==> src/rdc_pkg.sv <==
// package for the reference converter control block
// assumes a 32-bit axi4-lite slave port, 8-bit control register
package rdc_pkg;
    // register byte offsets
    localparam logic [3:0] RDC_OFF_CTRL = 4'h0; // control register
    localparam logic [3:0] RDC_OFF_RANGE = 4'h4; // range select register
    localparam logic [3:0] RDC_OFF_STAT = 4'h8; // sleep / status register
    // control field positions
    localparam int RDC_BIT_EN = 7; // converter enable
    localparam int RDC_BIT_LPS = 6; // low-power source select
    localparam int RDC_BIT_OE = 5; // analog pin drive enable
    localparam int RDC_BIT_PSS_HI = 3; // positive source field high
    localparam int RDC_BIT_PSS_LO = 2; // positive source field low
    localparam int RDC_BIT_NSS = 0; // negative source select
    // writable bit mask, bits 4 and 1 unimplemented
    localparam logic [7:0] RDC_CTRL_MASK = 8'hED;
    localparam logic [7:0] RDC_CTRL_RST = 8'h00; // control after reset
    localparam logic [4:0] RDC_RANGE_RST = 5'h00; // range after reset
    // axi responses
    localparam logic [1:0] RDC_RESP_OKAY = 2'h0;
    localparam logic [1:0] RDC_RESP_SLVERR = 2'h2;
    // positive source codes
    typedef enum logic [1:0] {
        RDC_PSS_SUPPLY = 2'h0,
        RDC_PSS_EXT = 2'h1,
        RDC_PSS_FVR = 2'h2,
        RDC_PSS_RSVD = 2'h3
    } rdc_pss_t;
    // write channel states, one code each; RESP back to IDLE flips both bits
    typedef enum logic [1:0] {
        RDC_W_IDLE = 2'b00,
        RDC_W_HAVE_A = 2'b01,
        RDC_W_HAVE_D = 2'b10,
        RDC_W_RESP = 2'b11
    } rdc_wstate_t;
endpackage

==> src/rdc_mux.sv <==
// analog steering decode for the reference converter
// assumes control bits are already registered in the bus domain
`timescale 1ns/1ps
module rdc_mux (
    input wire logic [7:0] ctrl, // registered control byte
    output logic conv_on, // converter core enable
    output logic pin_drive, // analog output pin switch
    output logic route_pos, // low-power path uses positive source
    output logic [2:0] pos_sel, // one-hot positive source switch
    output logic neg_ext // negative reference is external
);
    import rdc_pkg::*;
    rdc_pss_t pss;

    // decode each switch from its bit, the positive source switches from the two-bit field
    always_comb begin
        pss = rdc_pss_t'(ctrl[RDC_BIT_PSS_HI:RDC_BIT_PSS_LO]);
        // enable switch
        conv_on = ctrl[RDC_BIT_EN];
        // pin switch
        pin_drive = ctrl[RDC_BIT_OE];
        // low-power source
        route_pos = ctrl[RDC_BIT_LPS];
        // negative source
        neg_ext = ctrl[RDC_BIT_NSS];
        // positive source decode
        case (pss)
            RDC_PSS_SUPPLY: pos_sel = 3'h1;
            RDC_PSS_EXT: pos_sel = 3'h2;
            RDC_PSS_FVR: pos_sel = 3'h4;
            // reserved code opens every positive source switch, a safe choice
            default: pos_sel = 3'h0;
        endcase
    end
endmodule

==> src/rdc_top.sv <==
// reference converter control block with axi4-lite register access
// assumes one clock, synchronous active-low reset, software-only control
// How it works
// bit 7 enables the converter
// bit 6 picks positive or negative source
// bit 5 drives converter onto output pin
// bits 3-2 choose positive reference source
// software never writes reserved source code
// bit 0 picks external negative or ground
// bits 4 and 1 read zero
// reset disables, removes output, clears range
// sleep and wake keep register contents
// software disables reference before sleep
//
// The AXI4-Lite interface to the registers and the address map were decided locally.
`timescale 1ns/1ps
module rdc_top (
    input wire logic aclk, // 125 MHz clock
    input wire logic aresetn, // synchronous reset, active low
    input wire logic clk_en, // freezes all state when low
    input wire logic sleep_in, // device is asleep, level
    input wire logic [3:0] s_axi_awaddr, // write address
    input wire logic s_axi_awvalid, // write address valid
    output logic s_axi_awready, // write address ready
    input wire logic [31:0] s_axi_wdata, // write data
    input wire logic [3:0] s_axi_wstrb, // write byte strobes
    input wire logic s_axi_wvalid, // write data valid
    output logic s_axi_wready, // write data ready
    output logic [1:0] s_axi_bresp, // write response
    output logic s_axi_bvalid, // write response valid
    input wire logic s_axi_bready, // write response ready
    input wire logic [3:0] s_axi_araddr, // read address
    input wire logic s_axi_arvalid, // read address valid
    output logic s_axi_arready, // read address ready
    output logic [31:0] s_axi_rdata, // read data
    output logic [1:0] s_axi_rresp, // read response
    output logic s_axi_rvalid, // read data valid
    input wire logic s_axi_rready, // read data ready
    output logic conv_on, // converter core enable
    output logic pin_drive, // analog output pin switch
    output logic route_pos, // low-power path positive source
    output logic [2:0] pos_sel, // one-hot positive source switch
    output logic neg_ext, // external negative reference
    output logic [4:0] range_sel // range select field
);
    import rdc_pkg::*;

    // register state
    logic [7:0] ctrl_ff, nxt_ctrl; // control register
    logic [4:0] range_ff, nxt_range; // range select register
    // write channel state
    rdc_wstate_t wst_ff, nxt_wst;
    logic [3:0] waddr_ff, nxt_waddr; // held write address
    logic [31:0] wdata_ff, nxt_wdata; // held write data
    logic [3:0] wstrb_ff, nxt_wstrb; // held strobes
    logic [1:0] bresp_ff, nxt_bresp; // write response code
    // read channel state
    logic rvalid_ff, nxt_rvalid;
    logic [31:0] rdata_ff, nxt_rdata;
    logic [1:0] rresp_ff, nxt_rresp;
    logic wr_do; // write commits this cycle

    // decode an offset into a known register
    function automatic logic is_mapped(input logic [3:0] a);
        is_mapped = (a == RDC_OFF_CTRL) || (a == RDC_OFF_RANGE) ||
            (a == RDC_OFF_STAT);
    endfunction

    // ready while waiting for that half of the write; a low clk_en hides
    // every ready so that no handshake is taken while the flops are frozen
    // limitation: a response must not be taken while clk_en is low
    assign s_axi_awready = clk_en && ((wst_ff == RDC_W_IDLE) ||
        (wst_ff == RDC_W_HAVE_D));
    assign s_axi_wready = clk_en && ((wst_ff == RDC_W_IDLE) ||
        (wst_ff == RDC_W_HAVE_A));
    assign s_axi_bvalid = (wst_ff == RDC_W_RESP);
    assign s_axi_bresp = bresp_ff;
    assign s_axi_arready = clk_en && !rvalid_ff;
    assign s_axi_rvalid = rvalid_ff;
    assign s_axi_rdata = rdata_ff;
    assign s_axi_rresp = rresp_ff;
    assign range_sel = range_ff;

    // write channel: address and data in either order
    always_comb begin
        nxt_wst = wst_ff;
        nxt_waddr = waddr_ff;
        nxt_wdata = wdata_ff;
        nxt_wstrb = wstrb_ff;
        nxt_bresp = bresp_ff;
        wr_do = 1'b0;
        case (wst_ff)
            RDC_W_IDLE: begin
                if (s_axi_awvalid) begin
                    nxt_waddr = s_axi_awaddr;
                end
                if (s_axi_wvalid) begin
                    nxt_wdata = s_axi_wdata;
                    nxt_wstrb = s_axi_wstrb;
                end
                if (s_axi_awvalid && s_axi_wvalid) begin
                    nxt_wst = RDC_W_RESP;
                    wr_do = 1'b1;
                end else if (s_axi_awvalid) begin
                    nxt_wst = RDC_W_HAVE_A;
                end else if (s_axi_wvalid) begin
                    nxt_wst = RDC_W_HAVE_D;
                end
            end
            RDC_W_HAVE_A: begin
                if (s_axi_wvalid) begin
                    nxt_wdata = s_axi_wdata;
                    nxt_wstrb = s_axi_wstrb;
                    nxt_wst = RDC_W_RESP;
                    wr_do = 1'b1;
                end
            end
            RDC_W_HAVE_D: begin
                if (s_axi_awvalid) begin
                    nxt_waddr = s_axi_awaddr;
                    nxt_wst = RDC_W_RESP;
                    wr_do = 1'b1;
                end
            end
            RDC_W_RESP: begin
                if (s_axi_bready) begin
                    nxt_wst = RDC_W_IDLE;
                end
            end
            default: nxt_wst = RDC_W_IDLE;
        endcase
        if (wr_do) begin
            nxt_bresp = is_mapped(nxt_waddr) ? RDC_RESP_OKAY :
                RDC_RESP_SLVERR;
        end
    end

    // register update; only byte lane 0 carries data
    always_comb begin
        nxt_ctrl = ctrl_ff;
        nxt_range = range_ff;
        // no sleep or wake term touches the registers
        if (wr_do && nxt_wstrb[0]) begin
            if (nxt_waddr == RDC_OFF_CTRL) begin
                // unimplemented bits never store
                nxt_ctrl = nxt_wdata[7:0] & RDC_CTRL_MASK;
            end else if (nxt_waddr == RDC_OFF_RANGE) begin
                nxt_range = nxt_wdata[4:0];
            end
        end
    end

    // read channel, one cycle latency, held until rready
    always_comb begin
        nxt_rvalid = rvalid_ff;
        nxt_rdata = rdata_ff;
        nxt_rresp = rresp_ff;
        if (rvalid_ff && s_axi_rready) begin
            nxt_rvalid = 1'b0;
        end
        if (!rvalid_ff && s_axi_arvalid) begin
            nxt_rvalid = 1'b1;
            nxt_rresp = RDC_RESP_OKAY;
            nxt_rdata = 32'h0000_0000;
            case (s_axi_araddr)
                RDC_OFF_CTRL: nxt_rdata = {24'h00_0000, ctrl_ff};
                RDC_OFF_RANGE: nxt_rdata = {27'h000_0000, range_ff};
                // status shows sleep and a converter still powered
                RDC_OFF_STAT: nxt_rdata = {30'h0000_0000,
                    sleep_in & ctrl_ff[RDC_BIT_EN], sleep_in};
                default: nxt_rresp = RDC_RESP_SLVERR;
            endcase
        end
    end

    // registers, frozen while clk_en is low
    always_ff @(posedge aclk) begin
        if (!aresetn) begin
            // reset disables and clears range
            ctrl_ff <= RDC_CTRL_RST;
            range_ff <= RDC_RANGE_RST;
            wst_ff <= RDC_W_IDLE;
            waddr_ff <= 4'h0;
            wdata_ff <= 32'h0000_0000;
            wstrb_ff <= 4'h0;
            bresp_ff <= RDC_RESP_OKAY;
            rvalid_ff <= 1'b0;
            rdata_ff <= 32'h0000_0000;
            rresp_ff <= RDC_RESP_OKAY;
        end else if (clk_en) begin
            ctrl_ff <= nxt_ctrl;
            range_ff <= nxt_range;
            wst_ff <= nxt_wst;
            waddr_ff <= nxt_waddr;
            wdata_ff <= nxt_wdata;
            wstrb_ff <= nxt_wstrb;
            bresp_ff <= nxt_bresp;
            rvalid_ff <= nxt_rvalid;
            rdata_ff <= nxt_rdata;
            rresp_ff <= nxt_rresp;
        end
    end

    // analog switch decode
    rdc_mux u_mux (
        .ctrl(ctrl_ff),
        .conv_on(conv_on),
        .pin_drive(pin_drive),
        .route_pos(route_pos),
        .pos_sel(pos_sel),
        .neg_ext(neg_ext)
    );

    // enable follows bit 7
    AST_EN_FOLLOWS: assert property (
        @(posedge aclk) disable iff (!aresetn)
        conv_on == ctrl_ff[RDC_BIT_EN])
        else $error("enable mismatch");
    // source select follows bit 6
    AST_LPS_FOLLOWS: assert property (
        @(posedge aclk) disable iff (!aresetn)
        route_pos == ctrl_ff[RDC_BIT_LPS])
        else $error("low-power source mismatch");
    // pin drive follows bit 5
    AST_OE_FOLLOWS: assert property (
        @(posedge aclk) disable iff (!aresetn)
        pin_drive == ctrl_ff[RDC_BIT_OE])
        else $error("pin drive mismatch");
    // supply code closes supply switch
    AST_PSS_SUPPLY: assert property (
        @(posedge aclk) disable iff (!aresetn)
        (ctrl_ff[3:2] == 2'h0) |-> (pos_sel == 3'h1))
        else $error("supply decode wrong");
    // external code closes external switch
    AST_PSS_EXT: assert property (
        @(posedge aclk) disable iff (!aresetn)
        (ctrl_ff[3:2] == 2'h1) |-> (pos_sel == 3'h2))
        else $error("external decode wrong");
    // buffer code closes buffer switch
    AST_PSS_DECODE: assert property (
        @(posedge aclk) disable iff (!aresetn)
        (ctrl_ff[3:2] == 2'h2) |-> (pos_sel == 3'h4))
        else $error("buffer decode wrong");
    // negative select follows bit 0
    AST_NSS_FOLLOWS: assert property (
        @(posedge aclk) disable iff (!aresetn)
        neg_ext == ctrl_ff[RDC_BIT_NSS])
        else $error("negative select mismatch");
    // unimplemented bits stay zero
    AST_UNIMP_ZERO: assert property (
        @(posedge aclk) disable iff (!aresetn)
        (ctrl_ff[4] == 1'b0) && (ctrl_ff[1] == 1'b0))
        else $error("unimplemented bit set");
    // control reads zero in its gaps
    AST_READ_UNIMP: assert property (
        @(posedge aclk) disable iff (!aresetn)
        (s_axi_arvalid && s_axi_arready && s_axi_araddr == RDC_OFF_CTRL) |=>
        ((s_axi_rdata[31:8] == 24'h00_0000) &&
        !s_axi_rdata[4] && !s_axi_rdata[1]))
        else $error("unimplemented bit read back");
    // after reset enable, pin drive and range cleared
    AST_RESET_CLEAR: assert property (
        @(posedge aclk)
        !aresetn |=> (!conv_on && !pin_drive && range_sel == 5'h00))
        else $error("reset did not clear");
    // reset leaves registers at rest values
    AST_RESET_REGS: assert property (
        @(posedge aclk) !aresetn |=> (ctrl_ff == RDC_CTRL_RST &&
        range_ff == RDC_RANGE_RST && pos_sel == 3'h1))
        else $error("reset left a register set");
    // control changes only by a committed write
    AST_HOLD_NO_WRITE: assert property (
        @(posedge aclk) disable iff (!aresetn)
        (!wr_do || !clk_en) |=> $stable(ctrl_ff))
        else $error("control changed without write");
    // sleep edges leave control alone
    AST_SLEEP_HOLD: assert property (
        @(posedge aclk) disable iff (!aresetn)
        ($changed(sleep_in) && !wr_do) |=> $stable(ctrl_ff))
        else $error("sleep change moved control");
    // range changes only by a committed write
    AST_RANGE_HOLD: assert property (
        @(posedge aclk) disable iff (!aresetn)
        (!wr_do || !clk_en) |=> $stable(range_ff))
        else $error("range changed without write");
    // frozen clock enable holds both registers
    AST_FREEZE_HOLD: assert property (
        @(posedge aclk) disable iff (!aresetn)
        !clk_en |=> ($stable(ctrl_ff) && $stable(range_ff)))
        else $error("state moved while frozen");
    // frozen bus offers no ready
    AST_FROZEN_READY: assert property (
        @(posedge aclk)
        !clk_en |-> (!s_axi_awready && !s_axi_wready && !s_axi_arready))
        else $error("ready shown while frozen");
    // write response comes one cycle after the write commits
    AST_BVALID_AFTER: assert property (
        @(posedge aclk) disable iff (!aresetn)
        (wr_do && clk_en) |=> s_axi_bvalid)
        else $error("bvalid missing");
    // read answer comes one cycle after the address is taken
    AST_RVALID_AFTER: assert property (
        @(posedge aclk) disable iff (!aresetn)
        (s_axi_arvalid && s_axi_arready) |=> s_axi_rvalid)
        else $error("rvalid missing");
endmodule

==> config.mk <==
export PLATFORM = sky130hd
export DESIGN_NAME = rdc_top
export DESIGN_NICKNAME = d
export VERILOG_FILES = /design/src/rdc_pkg.sv /design/src/rdc_mux.sv /design/src/rdc_top.sv
export SDC_FILE = /design/constraint.sdc
export NUM_CORES = 1
export LEC_CHECK = 0
export ABC_AREA = 1
export BUFFER_PORTS_ARGS = -buffer_cell sky130_fd_sc_hd__buf_2
export CAP_MARGIN = 20
export CORE_AREA = 2 2 64 96
export CTS_CLUSTER_DIAMETER = 150
export DETAILED_ROUTE_END_ITERATION = 6
export DIE_AREA = 0 0 66 98
export MAX_ROUTING_LAYER = met4
export PLACE_DENSITY = 0.8
export SLEW_MARGIN = 20
export SYNTH_ARGS = -nofsm -noshare
export SYNTH_HDL_FRONTEND = slang
export SYNTH_HIERARCHICAL = 1
export SYNTH_SLANG_ARGS = --single-unit
==> constraint.sdc <==
create_clock -name aclk -period 1.6 [get_ports aclk]
set_input_delay 0 -clock aclk [delete_from_list [all_inputs] [get_ports aclk]]
set_output_delay 0 -clock aclk [all_outputs]
set_load 0.02 [all_outputs]
Yosys cells after proc, flatten, opt, wreduce, memory -nomap -nowiden
Index checks and enable logic that the tools add are counted.
{"block": "totals", "register_bits": 63, "latch_bits": 0, "ramBits": 0, "romBits": 0, "wordCells": 74, "memories": 0}
{"block": "classes", "add_sub_neg": 0, "mul": 0, "n_div": 0, "order_cmp": 0, "eq_ne": 13, "shift": 0, "n_mux": 23, "bitwise_logic": 2, "reduce_logical": 26}
{"cell": "case mux 8 bit (3 select lines)", "n": 1}
{"cell": "2-to-1 mux 2 bit", "n": 8}
{"cell": "2-to-1 mux 8 bit", "n": 2}
{"cell": "case mux 3 bit (3 select lines)", "n": 1}
{"cell": "equality test 4 x 3 -> 1 bit (second input constant)", "n": 2}
{"cell": "equality test 4 bit (second input constant)", "n": 2}
{"cell": "logical NOT 4 bit", "n": 2}
{"cell": "2-to-1 mux 4 bit", "n": 2}
{"cell": "case mux 2 bit (4 select lines)", "n": 1}
{"cell": "logical AND 1 bit", "n": 7}
{"cell": "2-to-1 mux 1 bit", "n": 7}
{"cell": "equality test 2 bit (second input constant)", "n": 3}
{"cell": "AND reduction 2 bit", "n": 3}
{"cell": "AND reduction 5 bit", "n": 1}
{"cell": "equality test 2 x 1 -> 1 bit (second input constant)", "n": 2}
{"cell": "logical NOT 2 bit", "n": 2}
{"cell": "logical OR 1 bit", "n": 4}
{"cell": "!= test 2 bit (second input constant)", "n": 2}
{"cell": "!= test 4 x 3 -> 1 bit (second input constant)", "n": 1}
{"cell": "AND reduction 4 bit", "n": 1}
{"cell": "OR reduction 2 bit", "n": 2}
{"cell": "case mux 1 bit (3 select lines)", "n": 1}
{"cell": "AND reduction 3 bit", "n": 1}
{"cell": "OR reduction 3 bit", "n": 1}
{"cell": "5 further kinds", "n": 5}

Longest topological paths before layout
{"block": "logic_depth", "depth_word": 7, "mapped_depth": 13}

Hierarchy
The synthesis kept the hierarchy.
{"mod": "rdc_top", "n_inst": 1, "cells_per_inst": 325, "area_per_inst_um2": 2238.4, "seq_area_each_um2": 740.7}
{"mod": "rdc_mux", "n_inst": 1, "cells_per_inst": 9, "area_per_inst_um2": 48.8, "seq_area_each_um2": 0.0}

Worst setup path before layout
No wires, ideal clock.
{"block": "synth_path", "path_kind": "reg-to-reg", "from": "register wst_ff[0]", "to": "register ctrl_ff[2]", "arrival_ns": 1.504, "required_ns": 1.485, "path_slack_ns": -0.019, "stages_incl_launch_ff": 14, "path_buffers": 1, "period_less_slack_ns": 1.619, "cell_sequence": "dfxtp_1 > inv_1 > ha_1 > inv_2 > nand2_4 > nand2_2 > nand2_1 > nand2_2 > nand2_4 > nor2_4 > buf_6 > nand3_1 > nand2_1 > nor2_1"}
{"block": "synth_via", "elab_chain_cells": 5, "elab_cells_between_ends": 12, "classes_between": "2 x eq/ne; 4 x mux; 6 x reduce/logical"}
{"element": "start: declaration", "line_no": "rdc_top.sv:52", "rtl": "rdc_wstate_t wst_ff, nxt_wst;"}
{"element": "start signal: assignment", "line_no": "rdc_top.sv:193", "rtl": "wst_ff <= nxt_wst;"}
{"element": "equality test 2 bit (tied with other cells)", "line_no": "rdc_top.sv:92", "rtl": "case (wst_ff)"}
{"element": "OR reduction 2 bit (no source line)"}
{"element": "2-to-1 mux 4 bit / 2-to-1 mux 1 bit (equally long branches)"}
{"element": "logical NOT 4 bit / logical AND 1 bit (equally long branches)", "line_no": "rdc_top.sv:144, rdc_top.sv:143"}
{"element": "AND reduction 3 bit (no source line)"}
{"element": "end signal: assignment", "line_no": "rdc_top.sv:191", "rtl": "ctrl_ff <= nxt_ctrl;"}
{"element": "end: declaration", "line_no": "rdc_top.sv:49", "rtl": "logic [7:0] ctrl_ff, nxt_ctrl;"}
Parallel ways exist; a longest one is shown, timed or not.
A chain may end at the register's enable or synchronous reset.

Final worst setup path
{"block": "layout_path", "from": "register wst_ff[1]", "to": "register ctrl_ff[0]"}
The elaborated chain is that of the path after synthesis.

==> run_results.csv <==
group,metric,value,unit
synth,synth_seq_area_share,32.4,%
worst_hold_path,hold_depth,3,
synth,avgSynthCellArea,6.85,µm²
synth,synthTopCellsByArea,"dfxtp_1 (32%), nand2_1 (13%), buf_4 (10%), inv_1 (7.2%), a21oi_1 (5.9%)",
clock_network,cts_sinks,37,
critical_path,r2r_cells,12,
critical_path,cp_slowest_cell,"dfxtp_4",
synth,synthArstFlopShare,0,%
sta,rsz0062_at_grt,"yes",
sta,finalCritPeriodShare,99.6,%
synth,synth_warnings,6,
cells_and_area,num-nets-final,465,
placed_design,place_area,2610,µm²
placed_design,io_buffers,52,
grt,antenna_found_initial,0,
synth,yosysUniqueCellTypes,28,
critical_path,r2r_start,"wst_ff[1]",
die,ios,106,
critical_path,max_stage_delay,390,ps
critical_path,crit_path_start_kind,"flop",
clock_network,clk_latency,290,ps
critical_path,arrival,1790,ps
cells_and_area,final_cells,479,
grt,track_usage,17.6,%
synth,syn_area,2290,µm²
detailed_routing,ant_nets,0,
clock_network,cts_tree,"built",
critical_path,r2r_slack,6,ps
die,rows,34,
critical_path,endpoint_kind,"flop",
critical_path,cp-startpoint,"wst_ff[1]",
grt,grt_max_degree,28,
power,power.density,909,nW/µm²
sta,layout_min_cycle_time,1590,ps
die,die_x,66,µm
sta,layout_setup_ws,5.82,ps
placed_design,dp_worst_setup_slack,-103,ps
grt,grt_pass1_wl,8740,µm
detailed_routing,drt-total-wl,5570,µm
critical_path,crit_top_cell,"nand2_1",
die,core,5700,µm²
detailed_routing,via_per_inst,4.66,
detailed_routing,drc,0,
detailed_routing,post_drt_wl_per_cell,11.6,µm
critical_path,reg2reg_to,"ctrl_ff[0]",
sta,holdWs,27.0,ps
cells_and_area,fin_area,2980,µm²
cells_and_area,drive_gt1_share,33.4,%
sta,skew,4.70,ps
synth,synth_area_leader_cell,"dfxtp_1",
cells_and_area,final_cell_mix,"nand2_1 (71), buf_2 (51), inv_1 (41)",
cells_and_area,area_growth,30.3,%
detailed_routing,dr.pass1.iters,4,
power,p_leak,0.00150,µW
die,die_area,6470,µm²
detailed_routing,via_count,2230,
sta,setup_viol,0,
grt,first_global_vias,2010,
clock_network,clockBufferDepth,2,
synth,synth_seq_cells,37,
clock_network,h-tree-depth,2,
sta,max_clock_freq,627,MHz
cells_and_area,diodes,0,
worst_hold_path,min_to,"s_axi_rresp[1]",
synth,synth_edf_count,0,
critical_path,setup.worst_path.class,"flop to flop",
clock_network,cts_buffers,5,
placed_design,routabilityCongestion,0.822,
die,die_h,98,µm
clock_network,clk_pin_slew,70,ps
detailed_routing,drt_iter0_markers,83,
worst_hold_path,worstHoldStart,"s_axi_araddr[3]",
placed_design,numPlacedInstances,462,
worst_hold_path,min_path_type,"input port to flop",
clock_network,cts-root-buf,"clkbuf_8",
critical_path,required,1790,ps
placed_design,dp_hpwl,3910,µm
grt,grt-ovfl-total,0,
critical_path,cp_max_fo,6,
critical_path,cp_cell_sequence,"inv_4 > ha_4 > inv_6 > nand2_8 > nand2_4 > nand2_1 > nand2_1 > nand2_2 > nor2_4 > nand3_1 > nand2_1 > nor2_1",
outcome,status,"finished clean",
cells_and_area,layout_commonest_cell,"nand2_1",
power,ir_worst_vdd,0.462,mV
sta,hold_viol,0,
synth,synth_top_area_share,32.4,%
synth,synthCells,334,
power,finalPower,2710,µW
synth,ys.flop_type,"dfxtp_1",
die,start_util,40.1,%
sta,timing.final.max_slew_violations,0,
flow_run,maxCapViolations,0,
[where the power goes]
group	switching, µW	internal, µW	leakage [µW]	total, µW
registers	36.7	974	0.000303	1010
clock network	334	302	0.0000450	636
logic	638	425	0.00115	1060
total	1010	1700	0.00150	2710
[how the worst max path moves through the flow]
stage | endpoint | slack (ps)
floorplan | ctrl_ff[2] | 5
global placement | ctrl_ff[6] | -60
detailed placement | ctrl_ff[7] | -100
CTS | wdata_ff[7] | 10
global route | ctrl_ff[0] | -90
finish | ctrl_ff[0] | 6
[routing by layer]
| layer | part of all wire, % | track usage (%) |
|---|---|---|
| met5 | 0 | - |
| met2 | 54 | 31.5 |
| met4 | 2.5 | 8.48 |
| met3 | 5.3 | 3.34 |
| met1 | 39 | 17.9 |
[cell families (layout without fill, tap and decap cells)]
family | Yosys count | count (layout) | share of synthesized area [%]
simple gates | 144 | 147 | 28.8
buf+inv | 90 | 135 | 21.3
compound gates | 56 | 56 | 14.0
flops | 37 | 37 | 32.4
fa+ha+maj | 6 | 6 | 3.28
other cells | 1 | 26 | 0.164
[stage by stage]
step,util [%],setup TNS [ps]
3_3_place_gp,45.8,-378
6_report,52.3,0
2_1_floorplan,-,0
4_1_cts,48.8,0
3_5_place_dp,45.8,-1080
5_1_grt,52.3,-684
[registers in the layout, summed over array words and instances, names as in the netlist]
register,count
s_axi_rresp,1
wstrb_ff,1
waddr_ff,4
wst_ff,2
s_axi_rvalid,1
s_axi_bresp,1
range_sel,5
s_axi_rdata,8
ctrl_ff,6
wdata_ff,8
[synth_stat cells, types with 2 or more instances]
cell	number
a21oi_1	27
buf_1	2
buf_2	3
buf_4	31
buf_6	4
clkbuf_1	2
dfxtp_1	37
ha_1	6
inv_1	44
inv_2	3
nand2_1	80
nand2_2	6
nand2_4	3
nand3_1	25
nand3b_1	2
nor2_1	20
nor2_4	4
o211ai_1	12
o21ai_0	14
[cell type report]
cell class | instances | area (µm²)
clock buffer | 6 | 72.6
clock inverter | 2 | 10.0
fill | 536 | 2720
inverter | 48 | 190
multi-input combinational | 235 | 1350
sequential | 37 | 744
tap | 72 | 90.1
timing repair buffer | 79 | 523
[critical path, delay by kind of cell (launching register included)]
kind / cells / cell delay [ps]
buffers and inverters: 2 / 140
AND/OR/NAND/NOR: 9 / 790
flip-flops: 1 / 390
adder cells (fa/ha/maj): 1 / 180
[what timing repair did]
| item | 4_1_cts | 5_1_grt |
|---|---|---|
| endpoints found under the hold margin | 1 | 0 |
| hold buffers | 1 | 0 |
| resized for setup | 19 | 37 |
| pin swaps | 4 | 5 |
| gates cloned | 3 | 1 |
| buffers inserted | 1 | 3 |
| setup endpoints to repair | 17 | 21 |
Power figures use the tool's default switching activity.
